`src/logic/pec_pkg.sv`:
```
// Package for the performance event generator: carriers, event indices and widths
package pec_pkg;

    localparam int SLOTS      = 4;
    localparam int CNT_W      = 3;
    localparam int FLOW_W     = 3;
    localparam int FLOW_SUM_W = 5;
    localparam int HOLD_W     = 3;

    // Per-slot commit counters
    localparam int C_SIMD_FP       = 0;
    localparam int C_SIMD_FMA      = 1;
    localparam int C_PREFIX_ONE    = 2;
    localparam int C_PREFIX_TWO    = 3;
    localparam int C_UNPACK_ONE    = 4;
    localparam int C_UNPACK_TWO    = 5;
    localparam int C_INT_MAD       = 6;
    localparam int C_INT_LOAD      = 7;
    localparam int C_INT_STORE     = 8;
    localparam int C_FP_LOAD       = 9;
    localparam int C_FP_STORE      = 10;
    localparam int C_SIMD_FP_LOAD  = 11;
    localparam int C_SIMD_FP_STORE = 12;
    localparam int C_N             = 13;

    // Single-cycle events
    localparam int E_HOLD_EMPTY    = 0;
    localparam int E_HALT          = 1;
    localparam int E_FLUSH         = 2;
    localparam int E_SYNC_ILK      = 3;
    localparam int E_REGWIN_ILK    = 4;
    localparam int E_DECODE_ILK    = 5;
    localparam int E_FP_MIX_ILK    = 6;
    localparam int E_MEM_WAIT      = 7;
    localparam int E_MW_NONCACHE   = 8;
    localparam int E_MW_INT        = 9;
    localparam int E_MW_L2MISS     = 10;
    localparam int E_MW_L2MISS_INT = 11;
    localparam int E_MW_PORT_BUSY  = 12;
    localparam int E_MW_PORT_INT   = 13;
    localparam int E_MW_SW_PF      = 14;
    localparam int E_CSE_EMPTY     = 15;
    localparam int E_CSE_EMPTY_SPF = 16;
    localparam int E_EXEC_WAIT     = 17;
    localparam int E_BRANCH_WAIT   = 18;
    localparam int E_ISSUE0        = 19;
    localparam int E_TRAP_ALL      = 24;
    localparam int E_TRAP_VECTOR   = 25;
    localparam int E_TRAP_LEVEL    = 26;
    localparam int E_TRAP_SPILL    = 27;
    localparam int E_TRAP_FILL     = 28;
    localparam int E_TRAP_INST     = 29;
    localparam int E_TRAP_IMISS    = 30;
    localparam int E_TRAP_DMISS    = 31;
    localparam int E_TRAP_SIMD_PG  = 32;
    localparam int E_N             = 33;

    localparam logic [CNT_W-1:0] MAX_ISSUE = 3'h4;

    typedef struct packed {
        logic              valid;
        logic              simd;
        logic              fp_op;
        logic              fma_op;
        logic              prefix_form_one;
        logic              prefix_form_two;
        logic              unpacked;
        logic              int_multiply_add_low;
        logic              int_multiply_add_high;
        logic              int_load;
        logic              int_store;
        logic              atomic;
        logic              fp_load;
        logic              fp_store;
        logic              quad;
        logic [FLOW_W-1:0] flows;
    } pec_commit_slot_t;

    typedef struct packed {
        logic int_vector;
        logic int_level;
        logic spill_normal;
        logic spill_other;
        logic fill_normal;
        logic fill_other;
        logic trap_inst;
        logic immu_miss;
        logic dmmu_miss;
        logic simd_cross_page;
    } pec_trap_t;

    typedef struct packed {
        logic [HOLD_W-1:0] hold_entries;
        logic [CNT_W-1:0]  issue_cnt;
        logic              sync_ilk;
        logic              regwin_ilk;
        logic              other_static_ilk;
        logic              dynamic_stall;
        logic              fp_mix_ilk;
        logic [SLOTS-1:0]  pred_taken;
        logic [SLOTS-1:0]  is_branch;
        logic [SLOTS-1:0]  pred_valid;
    } pec_front_t;

    typedef struct packed {
        logic halt_trap;
        logic halt_priv_update;
        logic halt_mem_order;
        logic halt_hw_retry;
        logic mispredict_flush;
    } pec_ctrl_t;

    typedef struct packed {
        logic cse_empty;
        logic store_ports_full;
        logic is_mem;
        logic waiting_data;
        logic is_store;
        logic is_atomic;
        logic noncacheable;
        logic is_int;
        logic is_fp;
        logic is_branch;
        logic l2_miss;
        logic port_busy;
        logic sw_prefetch;
        logic strong_prefetch;
    } pec_oldest_t;

endpackage : pec_pkg

```
`src/logic/pec_event_gen.sv`:
```
// Performance event generator: per-cycle increment values for the counters
`timescale 1ns/1ps
`default_nettype none

module pec_event_gen (
    input  wire logic                                          clk,
    input  wire logic                                          resetn,
    input  wire pec_pkg::pec_commit_slot_t [pec_pkg::SLOTS-1:0] commit_slot,
    input  wire pec_pkg::pec_trap_t                            trap_taken,
    input  wire pec_pkg::pec_front_t                           front,
    input  wire pec_pkg::pec_ctrl_t                            ctrl,
    input  wire pec_pkg::pec_oldest_t                          oldest,
    output logic [pec_pkg::C_N-1:0][pec_pkg::CNT_W-1:0]       commit_inc,
    output logic [pec_pkg::FLOW_SUM_W-1:0]                     flow_inc,
    output logic [pec_pkg::CNT_W-1:0]                          phantom_inc,
    output logic [pec_pkg::E_N-1:0]                            event_hit
);

    logic [pec_pkg::SLOTS-1:0][pec_pkg::C_N-1:0] slot_hit;
    logic [pec_pkg::SLOTS-1:0][pec_pkg::FLOW_W-1:0] slot_flows;
    logic [pec_pkg::SLOTS-1:0]                     slot_phantom;

    logic [pec_pkg::C_N-1:0][pec_pkg::CNT_W-1:0]  commit_inc_d;
    logic [pec_pkg::C_N-1:0][pec_pkg::CNT_W-1:0]  commit_inc_q;
    logic [pec_pkg::FLOW_SUM_W-1:0]                flow_inc_d;
    logic [pec_pkg::FLOW_SUM_W-1:0]                flow_inc_q;
    logic [pec_pkg::CNT_W-1:0]                     phantom_inc_d;
    logic [pec_pkg::CNT_W-1:0]                     phantom_inc_q;
    logic [pec_pkg::E_N-1:0]                       event_d;
    logic [pec_pkg::E_N-1:0]                       event_q;

    logic no_commit;
    logic mem_wait;
    logic exec_wait;
    logic port_busy_wait;

    // Classify each commit and decode slot
    genvar g;
    generate
        for (g = 0; g < pec_pkg::SLOTS; g++) begin : g_slot
            pec_pkg::pec_commit_slot_t s;
            logic packed_prefix;
            assign s             = commit_slot[g];
            assign packed_prefix = (s.prefix_form_one | s.prefix_form_two) & ~s.unpacked;

            assign slot_hit[g][pec_pkg::C_SIMD_FP]      = s.valid & s.simd & s.fp_op;
            assign slot_hit[g][pec_pkg::C_SIMD_FMA]     = s.valid & s.simd & s.fma_op;
            assign slot_hit[g][pec_pkg::C_PREFIX_ONE]   = s.valid & s.prefix_form_one;
            assign slot_hit[g][pec_pkg::C_PREFIX_TWO]   = s.valid & s.prefix_form_two;
            assign slot_hit[g][pec_pkg::C_UNPACK_ONE]   = s.valid & s.prefix_form_one
                                                          & s.unpacked;
            assign slot_hit[g][pec_pkg::C_UNPACK_TWO]   = s.valid & s.prefix_form_two
                                                          & s.unpacked;
            assign slot_hit[g][pec_pkg::C_INT_MAD]      = s.valid & (s.int_multiply_add_low
                                                          | s.int_multiply_add_high);
            assign slot_hit[g][pec_pkg::C_INT_LOAD]     = s.valid & s.int_load
                                                          & ~s.atomic;
            assign slot_hit[g][pec_pkg::C_INT_STORE]    = s.valid & (s.int_store
                                                          | s.atomic);
            assign slot_hit[g][pec_pkg::C_FP_LOAD]      = s.valid & s.fp_load & ~s.simd
                                                          & ~s.quad;
            assign slot_hit[g][pec_pkg::C_FP_STORE]     = s.valid & s.fp_store & ~s.simd
                                                          & ~s.quad;
            assign slot_hit[g][pec_pkg::C_SIMD_FP_LOAD] = s.valid & s.fp_load & s.simd
                                                          & ~s.quad;
            assign slot_hit[g][pec_pkg::C_SIMD_FP_STORE] = s.valid & s.fp_store & s.simd
                                                          & ~s.quad;

            // Packed prefixes ride inside their host and add no flow
            assign slot_flows[g] = (s.valid & ~packed_prefix) ? s.flows
                                                              : '0;

            assign slot_phantom[g] = front.pred_valid[g] & front.pred_taken[g]
                                     & ~front.is_branch[g];
        end
    endgenerate

    // Sum slot hits into per-cycle increments
    always_comb begin
        commit_inc_d  = '0;
        flow_inc_d    = '0;
        phantom_inc_d = '0;
        for (int i = 0; i < pec_pkg::SLOTS; i++) begin
            for (int c = 0; c < pec_pkg::C_N; c++) begin
                commit_inc_d[c] = commit_inc_d[c]
                                  + {{(pec_pkg::CNT_W-1){1'b0}}, slot_hit[i][c]};
            end
            flow_inc_d    = flow_inc_d
                            + {{(pec_pkg::FLOW_SUM_W-pec_pkg::FLOW_W){1'b0}}, slot_flows[i]};
            phantom_inc_d = phantom_inc_d
                            + {{(pec_pkg::CNT_W-1){1'b0}}, slot_phantom[i]};
        end
    end

    // Commit-stall classification of the oldest uncommitted instruction
    always_comb begin
        no_commit = 1'b1;
        for (int i = 0; i < pec_pkg::SLOTS; i++) begin
            if (commit_slot[i].valid) begin
                no_commit = 1'b0;
            end
        end
    end

    // Stores waiting for data are left out, atomics stay in
    assign mem_wait = no_commit & ~oldest.cse_empty & oldest.is_mem & oldest.waiting_data
                      & (~oldest.is_store | oldest.is_atomic);
    assign port_busy_wait = mem_wait & oldest.port_busy;
    assign exec_wait = no_commit & ~oldest.cse_empty & ~oldest.is_mem
                       & (oldest.is_int | oldest.is_fp);

    always_comb begin
        event_d = '0;

        event_d[pec_pkg::E_HOLD_EMPTY] = (front.hold_entries == '0);
        event_d[pec_pkg::E_HALT]       = ctrl.halt_trap | ctrl.halt_priv_update
                                         | ctrl.halt_mem_order | ctrl.halt_hw_retry;
        event_d[pec_pkg::E_FLUSH]      = ctrl.mispredict_flush;

        // Dynamic stalls stay out of the static decode interlock
        event_d[pec_pkg::E_SYNC_ILK]   = front.sync_ilk;
        event_d[pec_pkg::E_REGWIN_ILK] = front.regwin_ilk;
        event_d[pec_pkg::E_DECODE_ILK] = front.sync_ilk | front.regwin_ilk
                                         | front.other_static_ilk;
        event_d[pec_pkg::E_FP_MIX_ILK] = front.fp_mix_ilk;

        event_d[pec_pkg::E_MEM_WAIT]      = mem_wait;
        event_d[pec_pkg::E_MW_NONCACHE]   = mem_wait & oldest.noncacheable;
        event_d[pec_pkg::E_MW_INT]        = mem_wait & oldest.is_int;
        event_d[pec_pkg::E_MW_L2MISS]     = mem_wait & oldest.l2_miss;
        event_d[pec_pkg::E_MW_L2MISS_INT] = mem_wait & oldest.l2_miss & oldest.is_int
                                            & ~oldest.is_store & ~oldest.sw_prefetch;
        // Strong prefetch lands in both the port-busy and the prefetch event
        event_d[pec_pkg::E_MW_PORT_BUSY]  = port_busy_wait & (~oldest.sw_prefetch
                                            | oldest.strong_prefetch);
        event_d[pec_pkg::E_MW_PORT_INT]   = port_busy_wait & oldest.is_int
                                            & ~oldest.sw_prefetch;
        event_d[pec_pkg::E_MW_SW_PF]      = port_busy_wait & oldest.sw_prefetch;

        event_d[pec_pkg::E_CSE_EMPTY]     = no_commit & oldest.cse_empty;
        event_d[pec_pkg::E_CSE_EMPTY_SPF] = no_commit & oldest.cse_empty
                                            & oldest.store_ports_full;

        event_d[pec_pkg::E_EXEC_WAIT]   = exec_wait;
        event_d[pec_pkg::E_BRANCH_WAIT] = no_commit & ~oldest.cse_empty & ~oldest.is_mem
                                          & oldest.is_branch & ~exec_wait;

        // Issue width, clipped at four so exactly one bucket fires
        for (int w = 0; w <= 4; w++) begin
            if (front.issue_cnt > pec_pkg::MAX_ISSUE) begin
                event_d[pec_pkg::E_ISSUE0 + w] = (w == 4);
            end else begin
                event_d[pec_pkg::E_ISSUE0 + w] =
                    (front.issue_cnt == w[pec_pkg::CNT_W-1:0]);
            end
        end

        event_d[pec_pkg::E_TRAP_VECTOR]  = trap_taken.int_vector;
        event_d[pec_pkg::E_TRAP_LEVEL]   = trap_taken.int_level;
        event_d[pec_pkg::E_TRAP_SPILL]   = trap_taken.spill_normal
                                           | trap_taken.spill_other;
        event_d[pec_pkg::E_TRAP_FILL]    = trap_taken.fill_normal
                                           | trap_taken.fill_other;
        event_d[pec_pkg::E_TRAP_INST]    = trap_taken.trap_inst;
        event_d[pec_pkg::E_TRAP_IMISS]   = trap_taken.immu_miss;
        event_d[pec_pkg::E_TRAP_DMISS]   = trap_taken.dmmu_miss;
        event_d[pec_pkg::E_TRAP_SIMD_PG] = trap_taken.simd_cross_page;
        event_d[pec_pkg::E_TRAP_ALL]     = |trap_taken;
    end

    // Commit-side increments
    always_ff @(posedge clk or negedge resetn) begin
        if (!resetn) begin
            commit_inc_q <= '0;
            flow_inc_q   <= '0;
        end else begin
            commit_inc_q <= commit_inc_d;
            flow_inc_q   <= flow_inc_d;
        end
    end

    // Front-end phantom branch count
    always_ff @(posedge clk or negedge resetn) begin
        if (!resetn) begin
            phantom_inc_q <= '0;
        end else begin
            phantom_inc_q <= phantom_inc_d;
        end
    end

    // Single-cycle events
    always_ff @(posedge clk or negedge resetn) begin
        if (!resetn) begin
            event_q <= '0;
        end else begin
            event_q <= event_d;
        end
    end

    assign commit_inc  = commit_inc_q;
    assign flow_inc    = flow_inc_q;
    assign phantom_inc = phantom_inc_q;
    assign event_hit   = event_q;

endmodule : pec_event_gen

`default_nettype wire

```
`config.mk`:
```
export PLATFORM = sky130hd
export DESIGN_NAME = pec_event_gen
export DESIGN_NICKNAME = d
export VERILOG_FILES = /design/src/logic/pec_pkg.sv /design/src/logic/pec_event_gen.sv
export SDC_FILE = /design/constraint.sdc
export NUM_CORES = 1
export LEC_CHECK = 0
export ABC_AREA = 1
export BUFFER_PORTS_ARGS = -buffer_cell sky130_fd_sc_hd__buf_2
export CORE_MARGIN = 2
export CORE_UTILIZATION = 45
export CTS_CLUSTER_DIAMETER = 150
export DETAILED_ROUTE_END_ITERATION = 12
export GPL_TIMING_DRIVEN = 0
export MAX_ROUTING_LAYER = met4
export PLACE_DENSITY = 0.79
export REMOVE_ABC_BUFFERS = 1
export SLEW_MARGIN = 15
export SYNTH_ARGS = -nofsm -noshare
export SYNTH_HDL_FRONTEND = slang
export SYNTH_SLANG_ARGS = --single-unit
export TNS_END_PERCENT = 1
```
`constraint.sdc`:
```
create_clock -name clk -period 0.8 [get_ports clk]
set_input_delay 0.08 -clock clk [delete_from_list [all_inputs] [get_ports clk]]
set_output_delay 0.08 -clock clk [all_outputs]
set_load 0.02 [all_outputs]
```
# After elaboration in Yosys (flattened, before gate mapping)
# Cells that the tools add are included.
word_totals:
  reg_bits: 80
  in_bits: 126
  wordCells: 254
classes:
  addsub: 45
  order_cmp: 1
  eq_ne: 4
  muxes: 13
  bitwise_logic: 172
  reduce_logical: 3
op_table:
  columns: ["cell", "count"]
  rows:
  - ["1-bit AND", 121]
  - ["2-bit by 1-bit adder with 3-bit output", 14]
  - ["3-bit by 1-bit adder with 3-bit output", 14]
  - ["1-bit inverter", 29]
  - ["1-bit by 1-bit adder with 2-bit output", 14]
  - ["1-bit bitwise OR", 22]
  - ["3-bit 2-to-1 mux", 4]
  - ["10-bit OR reduction", 1]
  - ["1-bit 2-to-1 mux", 9]
  - ["3-bit by 2-bit == test with 1-bit output, second input constant", 2]
  - ["3-bit zero test", 2]
  - ["4-bit by 3-bit adder with 5-bit output", 1]
  - ["5-bit by 3-bit adder with 5-bit output", 1]
  - ["3-bit by 3-bit adder with 4-bit output", 1]
  - ["3-bit by 1-bit == test with 1-bit output, second input constant", 1]
  - ["3-bit == test, second input constant", 1]
  - ["3-bit greater-than comparator, second input constant", 1]

# Longest topological paths before layout
logic_depth:
  depth_word: 12
  ltp_mapped: 11
  mapped_depth_nobuf: 11

# Worst setup path after synthesis
# OpenSTA, ideal clock, no wires.
synth_path:
  path_kind: "input -> register"
  startpoint: "input commit_slot[53] in the netlist's numbering"
  endpoint: "register flow_inc_q (netlist bit flow_inc[3])"
  arrival_time_ns: 2.145
  required_ns: 0.677
  path_slack_ns: -1.468
  path_stages: 10
  path_cell_list: "buf_2 nand2_1 nor2_1 fa_1 inv_1 fa_1 inv_1 ha_1 fa_1 xor2_1"
synth_via:
  elab_chain_len: 4
synth_rtl:
  columns: ["element", "line_no", "rtl"]
  rows:
  - ["from (decl)", "pec_event_gen.sv:8", "input wire pec_pkg::pec_commit_slot_t [pec_pkg::SLOTS-1:0] commit_slot,"]
  - ["1-bit AND", "pec_event_gen.sv:70", "assign slot_flows[g] = (s.valid & ~packed_prefix) ? s.flows"]
  - ["3-bit 2-to-1 mux", "pec_event_gen.sv:70", null]
  - ["4-bit by 3-bit adder with 5-bit output", "pec_event_gen.sv:89", "+ {{(pec_pkg::FLOW_SUM_W-pec_pkg::FLOW_W){1'b0}}, slot_flows[i]};"]
  - ["5-bit by 3-bit adder with 5-bit output", "pec_event_gen.sv:89", null]
  - ["named net flow_inc_d (one bit)", "pec_event_gen.sv:25", "logic [pec_pkg::FLOW_SUM_W-1:0] flow_inc_d;"]
  - ["to (signal assigned)", "pec_event_gen.sv:178", "flow_inc_q <= flow_inc_d;"]
  - ["to (decl)", "pec_event_gen.sv:26", "logic [pec_pkg::FLOW_SUM_W-1:0] flow_inc_q;"]
# The timed path passes the listed nets, and every way through them passes these cells.

# Worst setup path in the final report
layout_path:
  startpoint: "input commit_slot[11] in the netlist's numbering"
  endpoint: "register flow_inc_q (netlist bit flow_inc[3])"
layout_via:
  elab_chain_len: 8
layout_rtl:
  columns: ["element", "line_no", "rtl"]
  rows:
  - ["1-bit inverter", "pec_event_gen.sv:44", "assign packed_prefix = (s.prefix_form_one | s.prefix_form_two) & ~s.unpacked;"]
  - ["1-bit AND", "pec_event_gen.sv:44", null]
  - ["1-bit inverter", "pec_event_gen.sv:70", null]
  - ["1-bit AND", "pec_event_gen.sv:70", null]
  - ["3-bit 2-to-1 mux", "pec_event_gen.sv:70", null]
  - ["3-bit by 3-bit adder with 4-bit output", "pec_event_gen.sv:89", null]
  - ["4-bit by 3-bit adder with 5-bit output", "pec_event_gen.sv:89", null]
  - ["5-bit by 3-bit adder with 5-bit output", "pec_event_gen.sv:89", null]
  - ["named net flow_inc_d (one bit)", "pec_event_gen.sv:25", null]
# The timed path passes the listed nets, and every way through them passes these cells.

==> summary.md <==
| Metric | Value |
|---|---|
| Vias in the first global route | `3,651` |
| Vias | `3,331` |
| Min Clock Period, post-route | `between 1.5 and 2 ns` |
| Worst slew pin tran | `0.4589 ns` |
| Initial antenna violation count | `0` |
| Final worst-path cycle share | `245.5%` |
| Antenna diodes | `0` |
| Top-area cell type share of the netlist area | `between 50 and 60%` |
| IO Port Bufs | `204` |
| Die Height | `95.59 µm` |
| Final hold viol count | `33` |
| I/O pins | `around 200` |
| Final setup margin | `-1.164 ns` |
| Leak Pwr | `3.377 nW` |
| Die width | `95.59 µm` |
| Final setup fails | `approximately 130` |
| CP arrival | `around 2.2 ns` |
| Syn. warnings | `0` |
| Failing checks | `hold timing, setup timing` |
| Multi-input gate area | `1685 µm²` |
| Antenna viol nets, final | `0` |
| DRC violations left | `0` |
| Cell count after synthesis | `341` |
| Status | `finished with violations` |
| Setup Slack @ Placement | `-1.748 ns` |
| Ranking of synthesized cells by area | `dfrtp_1, fa_1, ha_1` |
| Vias per Instance | `4.759` |
| Worst-path maximum fanout | `3` |
| Share of post-route cells with drive strength above 1 | `48.74%` |
| Crit start category | `primary input` |
| Post-detailed-placement half-perimeter wirelength | `a little under 8000 µm` |
| TritonCTS clock tree | `done` |
| Seq cells post-synth | `80` |
| First-pass GRT wire length | `16,660 µm` |
| Initial Util | `between 40% and 50%` |
| Most common cell after layout, fill and taps aside | `buf_2` |
| Initial DRT Pass Iterations | `4` |
| RSZ-0062 raised after global routing | `true` |
| PwrDens | `1716 nW/µm²` |
| Min-delay worst type | `in -> async` |
| Clock tree buffer depth | `2` |
| Placed insts | `646` |
| CTS Sinks | `80` |
| Largest net degree at the start of global routing | `48` |
| TNS Setup | `-26.83 ns` |
| # fillers | `575` |
| Core area | `8175 µm²` |
| Gpl congestion | `between 0.8 and 0.9` |
| Required time of the critical path | `1.02 ns` |
| Worst IR drop on VDD | `0.0008748 V` |
| Area grow syn2layout | `57.71%` |
| Routed Wire Length | `around 11,000 µm` |
| Final hold slack | `-0.3147 ns` |
| WL/cell | `around 16 µm` |
| Worst setup EP type | `register` |
| Gr usage total | `25.19%` |
| Row count | `33` |
| Grt ovf | `0` |
| CTS clk-pin slew, worst paths | `approximately 0.09 ns` |
| Max-cap violations | `0` |
| Avg Cell Area, Syn | `11.07 µm²` |
| Part of the Yosys area used for sequential elements | `around 53%` |
| Nets@finish | `768` |
| Most frequent cells in the layout | `buf_2, dfrtp_1, inv_1, dlygate4sd3_1, buf_6` |
| Final core utilization | `72.82%` |
| Max Fclk | `509.1 MHz` |
| Rel. slew slack | `69.41%` |
| Initial DRC count | `99` |
| Reg area | `2002 µm²` |
| Synth Cell Area | `3775 µm²` |
| Cts bufs inserted | `9` |
| DIE AREA | `9137 µm²` |
| Slew Viols, Final | `0` |
| CTS HTree Levels | `3` |
| WS Path Type | `in -> reg` |
| Layout Cells excl Fill | `700` |
| Cell taking the most area after synthesis | `dfrtp_1` |
| Count of cell types in the netlist | `28` |
| CTS root buf | `clkbuf_8` |
-- cells in the mapped netlist --
master    count
a21oi_1       1
nand3_4       1
o21ai_1       9
nor2_4        1
or3_1         1
dfrtp_1      80
clkbuf_1      1
and2_1        1
xor2_1        1
inv_2         3
buf_2         4
nand3_2       1
nand2_1      29
nand3b_1      6
nor2_1       29
o21a_1        1
and3_1        4
nor2_8        1
fa_1         20
nor3_1        9
ha_1         32
inv_1        66
nor3b_1       1
or2_1         2
nand4_1       1
nor2_2        5
nand2_4       1
nand3_1      30
-- area by class of cell --
class                      count  area share [%]
clock buffer                  10           2.144
clock inverter                 6           1.934
inverter                      69           4.393
multi-input combinational    187           28.31
sequential                    80           33.63
tap                          105           2.207
timing repair buffer         243           27.39
-- layer usage --
layer	GRT usage (%)	share of wire, %	vias to the layer above
met2	46.68	55	140
met5	-	0	-
met3	5.138	6.1	23
met4	8.333	2.0	0
li1	-	-	1560
met1	26.55	37	1608
-- report_power, final --
group	switching (mW)	internal, mW	leakage [nW]	total, mW
registers	0.0898	4.30	1.03	4.39
clock network	1.50	2.10	0.117	3.60
logic	1.24	0.980	2.23	2.22
-- cells by family (layout without fill, tap and decap cells) --
group	Yosys count	after routing	synth area share [%]
fa+ha+maj	52	52	21.21
flops	80	80	53.03
xor+xnor	1	1	0.2321
compound gates	11	11	1.525
buf+inv	74	328	7.491
simple gates	123	123	16.51
-- state kept, by name, indices dropped and copies added, names as in the netlist --
name         cells
flow_inc         5
event_hit       33
commit_inc      39
phantom_inc      3
-- metrics by stage --
stage / power, mW / cell area, µm²
5_1_grt: 10.68 / 5953
3_5_place_dp: 6.222 / 4926
3_3_place_gp: 6.144 / 4903
4_1_cts: 10.15 / 5801
6_report: 10.21 / 5953
2_1_floorplan: 5.297 / 3751
-- worst max-delay path, cell delays in order --
cell and delay (ns):
buf_2 0.13, inv_2 0.07, o21ai_4 0.06, nand2_2 0.08, nor2_2 0.05, fa_1 0.55, inv_2 0.05, fa_1 0.54
inv_2 0.05, fa_2 0.38, xor2_1 0.16
-- final timing paths --
kind	startpoint	endpoint	slack (ns)
max in group asynchronous	resetn	commit_inc[18]	0.52
min in group clk	oldest[1]	event_hit[14]	0.04
worst max-delay path	commit_slot[11]	flow_inc[3]	-1.16
worst min-delay path	resetn	event_hit[9]	-0.31
-- repair_timing --
| action | 4_1_cts | 5_1_grt |
|---|---|---|
| pin swaps | 12 | 1 |
| endpoints found under the hold margin | 63 | 35 |
| setup buffers | 3 | 0 |
| setup endpoints to repair | 127 | 129 |
| resized for setup | 79 | 46 |
| hold buffers | 33 | 2 |
Note: power is estimated with default switching activity, not from simulation.
